[src/logic/dac_state_defines.svh]
// Purpose: Shared field positions, reset values and widths.
// Assumes: Control word bits are numbered from the LSB of the data field.
// Notes:   Definitions only; included by bare name.
`ifndef DAC_STATE_DEFINES_SVH
`define DAC_STATE_DEFINES_SVH

// ----------------------------------------------------------------
// Control word layout
// ----------------------------------------------------------------
`define CTRL_WORD_W 20
`define FB_SEL_POS 1
`define CLAMP_POS 2
`define ISO_POS 3
`define LIN_HI 9
`define LIN_LO 6
`define LIN_W 4

// ----------------------------------------------------------------
// Power-on values
// ----------------------------------------------------------------
`define ISO_RST 1'b1
`define CLAMP_RST 1'b1
`define FB_SEL_RST 1'b0
`define LIN_RST 4'h0

`endif

[src/logic/dac_state_pkg.sv]
// Purpose: Types and the output-state decode shared by the block.
// Assumes: dac_state_defines.svh supplies widths and reset values.
// Notes:   State structs of every module live here.
`include "dac_state_defines.svh"

package dac_state_pkg;

    // Output state selected by isolate and clamp bits
    typedef enum logic [1:0] {
        MODE_NORMAL = 2'b00,
        MODE_CLAMP = 2'b01,
        MODE_TRI = 2'b10
    } out_mode_t;

    // Sequencing state of the output stage
    typedef enum logic [1:0] {
        ST_POR = 2'b00,
        ST_RUN = 2'b01,
        ST_TRI = 2'b10,
        ST_GND = 2'b11
    } ctl_state_t;

    // Control fields held from the last valid frame
    typedef struct packed {
        logic iso;
        logic clamp;
        logic fb_sel;
        logic [`LIN_W-1:0] lin;
    } ctrl_fields_t;

    // Whole state of the capture module
    typedef struct packed {
        ctrl_fields_t f;
        logic applied;
    } hold_state_t;

    // Whole state of the top module
    typedef struct packed {
        ctl_state_t st;
        ctrl_fields_t f;
        out_mode_t mode;
        logic por;
        logic loaded;
        logic neg_hold;
        logic ref_conn;
        logic amp_en;
        logic gnd_en;
        logic tri_en;
        logic par_fb;
    } top_state_t;

    localparam ctrl_fields_t FIELDS_RST = '{
        iso: `ISO_RST, clamp: `CLAMP_RST, fb_sel: `FB_SEL_RST,
        lin: `LIN_RST};

    // Clamp dominates, then isolation, else normal
    function automatic out_mode_t decode_mode(input logic iso,
                                              input logic clamp);
        out_mode_t m;
        m = MODE_NORMAL;
        if (clamp) begin
            m = MODE_CLAMP;
        end else if (iso) begin
            m = MODE_TRI;
        end
        return m;
    endfunction : decode_mode

endpackage : dac_state_pkg

[src/logic/ctrl_fields_if.sv]
// Purpose: Carries held control fields and decoded mode between modules.
// Assumes: One holder, one decoder, one consumer.
// Notes:   applied is a one-cycle pulse per accepted frame.
interface ctrl_fields_if;
    import dac_state_pkg::*;
    ctrl_fields_t fields; // Held control fields
    logic applied; // Pulse: fields just loaded
    out_mode_t mode; // Decoded output state
    modport holder(output fields, output applied);
    modport decoder(input fields, output mode);
    modport top(input fields, input applied, input mode);
endinterface : ctrl_fields_if

[src/logic/ctrl_reg_hold.sv]
// Purpose: Holds control fields, loading them only on a valid frame.
// Assumes: Strobes come from logic on clk_sys.
// Notes:   Software reset beats a write in the same cycle.
`include "dac_state_defines.svh"

module ctrl_reg_hold
    import dac_state_pkg::*;
#(
    parameter int WORD_W = `CTRL_WORD_W
)(
    input wire logic clk_sys,
    input wire logic sys_rst,
    input wire logic wr_stb,
    input wire logic frame_ok,
    input wire logic soft_rst,
    input wire logic [WORD_W-1:0] wr_word,
    ctrl_fields_if.holder bus
);

    // ------------------------------------------------------------
    // Parameter check
    // ------------------------------------------------------------
    if (WORD_W <= `LIN_HI) begin : g_bad_w
        $error("Control word too narrow for the compensation field");
    end

    hold_state_t r_reg; // Registered state
    hold_state_t r_next; // Next state

    // Next-state logic
    always_comb begin
        r_next = r_reg;
        r_next.applied = 1'b0;
        if (soft_rst) begin
            // Back to power-on values
            r_next.f = FIELDS_RST;
        end else if (wr_stb && frame_ok) begin
            // Only a complete, valid frame is taken
            r_next.f.iso = wr_word[`ISO_POS];
            r_next.f.clamp = wr_word[`CLAMP_POS];
            r_next.f.fb_sel = wr_word[`FB_SEL_POS];
            r_next.f.lin = wr_word[`LIN_HI:`LIN_LO];
            r_next.applied = 1'b1;
        end
    end

    // State register
    always_ff @(posedge clk_sys or posedge sys_rst) begin
        if (sys_rst) begin
            r_reg <= '{f: FIELDS_RST, applied: 1'b0};
        end else begin
            r_reg <= r_next;
        end
    end

    assign bus.fields = r_reg.f;
    assign bus.applied = r_reg.applied;

endmodule : ctrl_reg_hold

[src/logic/dac_output_state_control.sv]
// Purpose: Output state control of a voltage-output converter.
// Assumes: Write strobes come from the serial front end on clk_sys.
// Notes:   Output states change two edges after a valid frame strobe.
//
// What this block does
// - Power-on reset restores every default value
// - Power-on: core isolated, output clamped
// - Power-on state holds until new bits
// - Entering normal mode gives negative reference unless loaded
// - Both bits zero means normal operation
// - Isolate only leaves output tristate
// - Clamp bit set always clamps output
// - Compensation field at bits nine to six
// - Compensation field resets to 0000
// - Select bit joins feedback resistors parallel
// - Isolate bit defaults to one
// - Software reset bit restores power-on state
`include "dac_state_defines.svh"

module dac_output_state_control
    import dac_state_pkg::*;
#(
    parameter int WORD_W = `CTRL_WORD_W
)(
    input wire logic clk_sys,
    input wire logic sys_rst,
    input wire logic ctrl_wr_stb,
    input wire logic ctrl_frame_ok,
    input wire logic [WORD_W-1:0] ctrl_word,
    input wire logic soft_reset_stb,
    input wire logic dac_code_wr,
    output logic core_isolate_bit,
    output logic output_clamp_bit,
    output logic feedback_resistor_select,
    output logic [`LIN_W-1:0] lin_comp,
    output out_mode_t out_mode,
    output logic por_hold,
    output logic ref_connect,
    output logic amp_out_en,
    output logic ground_clamp_en,
    output logic output_tristate,
    output logic parallel_fb_en,
    output logic neg_reference_hold
);

    // ------------------------------------------------------------
    // Parameter check
    // ------------------------------------------------------------
    if (WORD_W <= `LIN_HI) begin : g_bad_w
        $error("Control word too narrow for the compensation field");
    end

    // ------------------------------------------------------------
    // Field capture and decode
    // ------------------------------------------------------------
    ctrl_fields_if ctl_bus (); // Held fields and decoded mode

    // Captures fields from each valid frame
    ctrl_reg_hold #(
        .WORD_W(WORD_W)
    ) u_hold (
        .clk_sys(clk_sys),
        .sys_rst(sys_rst),
        .wr_stb(ctrl_wr_stb),
        .frame_ok(ctrl_frame_ok),
        .soft_rst(soft_reset_stb),
        .wr_word(ctrl_word),
        .bus(ctl_bus.holder)
    );

    // Turns isolate and clamp into an output mode
    out_mode_decode u_dec (
        .bus(ctl_bus.decoder)
    );

    // ------------------------------------------------------------
    // State
    // ------------------------------------------------------------
    localparam top_state_t TOP_RST = '{
        st: ST_POR,
        f: FIELDS_RST,
        mode: MODE_CLAMP,
        por: 1'b1,
        loaded: 1'b0,
        neg_hold: 1'b0,
        ref_conn: 1'b0,
        amp_en: 1'b0,
        gnd_en: 1'b1,
        tri_en: 1'b0,
        par_fb: 1'b0
    };

    top_state_t r_reg; // Registered state
    top_state_t r_next; // Next state

    // Next-state logic
    always_comb begin
        r_next = r_reg;
        // Remember that a converter code was loaded
        if (dac_code_wr) begin
            r_next.loaded = 1'b1;
            r_next.neg_hold = 1'b0;
        end
        if (ctl_bus.applied) begin
            r_next.f = ctl_bus.fields;
            r_next.mode = ctl_bus.mode;
            if (r_reg.st == ST_POR && ctl_bus.fields.iso
                && ctl_bus.fields.clamp) begin
                // Same state bits: stay in power-on hold
                r_next.st = ST_POR;
            end else begin
                unique case (ctl_bus.mode)
                    MODE_NORMAL: begin
                        r_next.st = ST_RUN;
                    end
                    MODE_TRI: begin
                        r_next.st = ST_TRI;
                    end
                    MODE_CLAMP: begin
                        r_next.st = ST_GND;
                    end
                    default: begin
                        // Illegal mode code: park safely
                        r_next.st = ST_GND;
                    end
                endcase
            end
            // Entering normal mode with no code loaded
            if (r_next.st == ST_RUN && r_reg.st != ST_RUN) begin
                r_next.neg_hold = !r_next.loaded;
            end
        end
        // Negative-reference hold only exists in normal mode
        if (r_next.st != ST_RUN) begin
            r_next.neg_hold = 1'b0;
        end
        // Analog switch controls follow the state
        r_next.por = (r_next.st == ST_POR);
        r_next.ref_conn = (r_next.st == ST_RUN);
        r_next.amp_en = (r_next.st == ST_RUN);
        r_next.gnd_en = (r_next.st == ST_POR)
                        || (r_next.st == ST_GND);
        r_next.tri_en = (r_next.st == ST_TRI);
        r_next.par_fb = r_next.f.fb_sel;
        // Software reset: back to power-on state
        if (soft_reset_stb) begin
            r_next = TOP_RST;
        end
    end

    // State register
    always_ff @(posedge clk_sys or posedge sys_rst) begin
        if (sys_rst) begin
            r_reg <= TOP_RST;
        end else begin
            r_reg <= r_next;
        end
    end

    // ------------------------------------------------------------
    // Outputs, all straight from the state register
    // ------------------------------------------------------------
    assign core_isolate_bit = r_reg.f.iso;
    assign output_clamp_bit = r_reg.f.clamp;
    assign feedback_resistor_select = r_reg.f.fb_sel;
    assign lin_comp = r_reg.f.lin;
    assign out_mode = r_reg.mode;
    assign por_hold = r_reg.por;
    assign ref_connect = r_reg.ref_conn;
    assign amp_out_en = r_reg.amp_en;
    assign ground_clamp_en = r_reg.gnd_en;
    assign output_tristate = r_reg.tri_en;
    assign parallel_fb_en = r_reg.par_fb;
    assign neg_reference_hold = r_reg.neg_hold;

    logic wr_ok; // Valid frame not overridden by reset
    assign wr_ok = ctrl_wr_stb && ctrl_frame_ok && !soft_reset_stb;
endmodule : dac_output_state_control

[src/logic/out_mode_decode.sv]
// Purpose: Decodes the output state from isolate and clamp fields.
// Assumes: Fields are registered upstream.
// Notes:   Pure decode, no state.
module out_mode_decode
    import dac_state_pkg::*;
(
    ctrl_fields_if.decoder bus
);

    // Clamp wins over isolation
    assign bus.mode = decode_mode(bus.fields.iso, bus.fields.clamp);

endmodule : out_mode_decode
[config.mk]
export PLATFORM = sky130hd
export DESIGN_NAME = dac_output_state_control
export DESIGN_NICKNAME = d
export VERILOG_FILES = /design/src/logic/dac_state_pkg.sv /design/src/logic/ctrl_fields_if.sv /design/src/logic/ctrl_reg_hold.sv /design/src/logic/dac_output_state_control.sv /design/src/logic/out_mode_decode.sv
export VERILOG_INCLUDE_DIRS = /design/src /design/src/logic
export SDC_FILE = /design/constraint.sdc
export NUM_CORES = 1
export LEC_CHECK = 0
export BUFFER_PORTS_ARGS = -buffer_cell sky130_fd_sc_hd__clkbuf_2
export CORE_MARGIN = 5
export CORE_UTILIZATION = 44
export CTS_CLUSTER_SIZE = 10
export DETAILED_ROUTE_END_ITERATION = 10
export PLACE_DENSITY = 0.74
export SLEW_MARGIN = 5
export SYNTH_ARGS = -nofsm -noshare
export SYNTH_HDL_FRONTEND = slang
export SYNTH_HIERARCHICAL = 1
export SYNTH_SLANG_ARGS = --single-unit
[constraint.sdc]
create_clock -name clk_sys -period 1.7 [get_ports clk_sys]
set_input_delay 0.085 -clock clk_sys [delete_from_list [all_inputs] [get_ports clk_sys]]
set_output_delay 0.085 -clock clk_sys [all_outputs]
set_load 0.02 [all_outputs]
==> impl_metrics.yaml <==
worst_setup_path:
  cpMostUsedCell: "buf_6"
  critical_path.cell_chain: "buf_6 > nand4bb_4 > a31oi_4 > buf_4 > buf_6 > inv_1 > ha_1 > nor2b_1"
  slowest_delay_ps: 600
  cp-start-kind: "flip-flop"
  end_kind: "flip-flop"
  required_ps: 1890
  path_max_fanout: 4
  arrival_ps: 1940
  crit_family: "flip-flops"
  slowest_stage: "dfstp_2"
  path_buf_inv: 4
  path_class: "flip-flop to flip-flop"
timing:
  hold_ws_ps: 11.3
  min_period_over_period_pct: 103
  setup_viol: 3
  relSlewSlack_pct: 56.4
  tightestPinTransition_ps: 654
  slew_viol_final: 0
  fin_ws_ps: -50.5
  fin_skew_ps: 3.97
  max_clock_freq_mhz: 571
  hold_viol: 0
  rsz0062_at_grt: "yes"
  period_minus_slack_ps: 1750
clock_network:
  cts.reportedPaths.clkPinSlew_ps: 130
  cts_tree: "yes"
  clk_path_buf_depth: 2
  cts_sinks: 25
  htreeDepth: 1
  cts_made_buffers: 3
  root_buffer: "clkbuf_4"
  worstSkewPairLatency_ps: 310
cells_and_area:
  final_nets: 169
  fillers: 236
  stdcell_count: 170
  area_growth_pct: 19.8
  largest_reg_flops: 7
  finalCoreUtilization_pct: 54.6
  regArea_um2: 634
  fin_area_um2: 1490
  multi_input_area_um2: 520
  post_route_cells_drive_above_1_share_pct: 42.4
  insertedDiodeCount: 0
route:
  routed_wl_mm: 2.29
  ant_nets: 0
  drt_first_pass_iters: 3
  drtIter0Drc: 22
  vias_per_cell: 5.00
  vias: 850
  wl_per_cell_um: 13.4
  drc: 0
grt:
  grt_usage_pct: 12.2
  grt_busiest_layer: "met2"
  grt_use_met2_pct: 20.1
  overflow: 0
  use_met1_pct: 15.3
  grt_pass1_vias: 890
  grt_max_degree: 26
  grt_pass1_wl_mm: 4.01
  antenna_found_initial: 0
  use_met3_pct: 3.20
yosys:
  synthesis.nets: 137
  yosys.area.top_type: "dfrtp_1"
  synth_area_leaders: "dfrtp_1 36%, dfstp_2 15%, buf_4 6.0%"
  post-synth-top-count-cell: "dfrtp_1"
  synthTopCellsByCount: "18 x dfrtp_1, 12 x nor2_1, 10 x buf_4"
  ys_ff_latch: 25
  ys.flop_type: "dfrtp_1"
  synthDistinctLibCells: 26
  synth_top_area_share_pct: 36.2
  synth_area_per_cell_um2: 11.5
  synthArstFlopShare_pct: 100
  synth_warnings: 6
  syn-cell-area_um2: 1240
  synthCells: 108
  seq_area_frac_synth_pct: 51.0
  synth-edff-count: 0
outcome:
  outcome: "complete, but fails checks"
  violations: "negative setup slack"
die:
  start_util_pct: 45.5
  coreArea_um2: 2730
  fp-row-count: 19
  die_h_um: 63.2
  dieArea_um2: 3990
  num_io_pins: 42
  die_width_um: 63.2
place:
  post-dp-hpwl_mm: 1.60
  gp_congestion: 0.805
  placed_cell_area_um2: 1380
  port_buffers: 28
  place_inst: 160
hold_path:
  holdCritPathClass: "input pin to flip-flop"
pwr:
  powerDensity_nw_per_um2: 723
  total_power_mw: 1.08
  leakage_nw: 0.735
  ir_drop_v: 0.000567
flow_run:
  drv_cap: 0
[layout by cell type, fill, tap and decap left out, drive strengths merged]
master       netlist  layout
nand4bb            1       1
nand3              5       5
dfrtp             18      18
buf               13      10
a31oi              2       2
o2111ai            1       1
nand2              2       2
inv                5       5
clkbuf             1      32
ha                 3       3
a21oi              5       5
dlygate4sd3        0       3
a21bo              5       5
mux2i              7       7
nand2b             3       3
or2                2       2
a211o              5       5
nor3b              1       1
nor2              12      12
nor2b              8       8
and3               2       2
dfstp              7       7
[repair_timing]
action,in CTS,in global routing
buffers inserted,2,2
hold buffers,2,1
setup endpoints to repair,2,3
pin swaps,4,0
resized for setup,5,3
cloned,0,0
endpoints found under the hold margin,21,1
[report_power, final]
group          total [mW]  internal, mW  switching (mW)
Sequential          0.640         0.624          0.0155
Clock               0.259        0.0917           0.167
Combinational       0.180        0.0862          0.0935
Total                1.08         0.802           0.276
[metrics by stage]
step                TNS, ps  worst slack (ps)
finish                 -119             -50.5
global route           -508              -164
CTS                   -26.0             -26.0
detailed placement    -56.8             -38.6
global placement      -4.94             -4.94
floorplan                 0              13.3
[tightest hold or removal path: cells and delay by family]
kind / cells / cell delay [ps]
buffers and inverters: 1 / 80
AND/OR/NAND/NOR: 1 / 70
AO/OA/AOI/OAI: 1 / 70
[path summary, 6_finish.rpt]
check	from	endpoint	slack [ps]	cells past startpoint
min in group asynchronous	sys_rst	u_hold/bus.fields[2]	240	3
max	u_hold/bus.fields[5]	output_tristate	-50	8
min reg2reg	r_reg[6]	r_reg[6]	500	2
max reg2reg	u_hold/bus.fields[5]	output_tristate	-50	8
min	ctrl_word[7]	u_hold/bus.fields[1]	10	3
max in group asynchronous	sys_rst	neg_reference_hold	900	3
[kinds of logic after synthesis]
logic type | after synthesis | synth area share, %
fa+ha+maj | 3 | 3.02
compound gates | 18 | 13.0
simple gates | 36 | 17.4
buf+inv | 19 | 10.0
flops | 25 | 51.0
mux | 7 | 5.63
[per-layer routing]
| metal | share of wire (%) | wire (µm) |
|---|---|---|
| met5 | 0 | 0 |
| met1 | 44 | 997 |
| met2 | 50 | 1140 |
| met3 | 5.6 | 128 |
| met4 | 0.88 | 20 |
[cell type report]
class / count / area share, %
inverter: 5 / 1.26
clock buffer: 4 / 1.76
sequential: 25 / 42.5
timing repair buffer: 41 / 16.9
tap: 31 / 2.60
multi-input combinational: 64 / 34.9
Note: power is estimated with default switching activity, not from simulation.
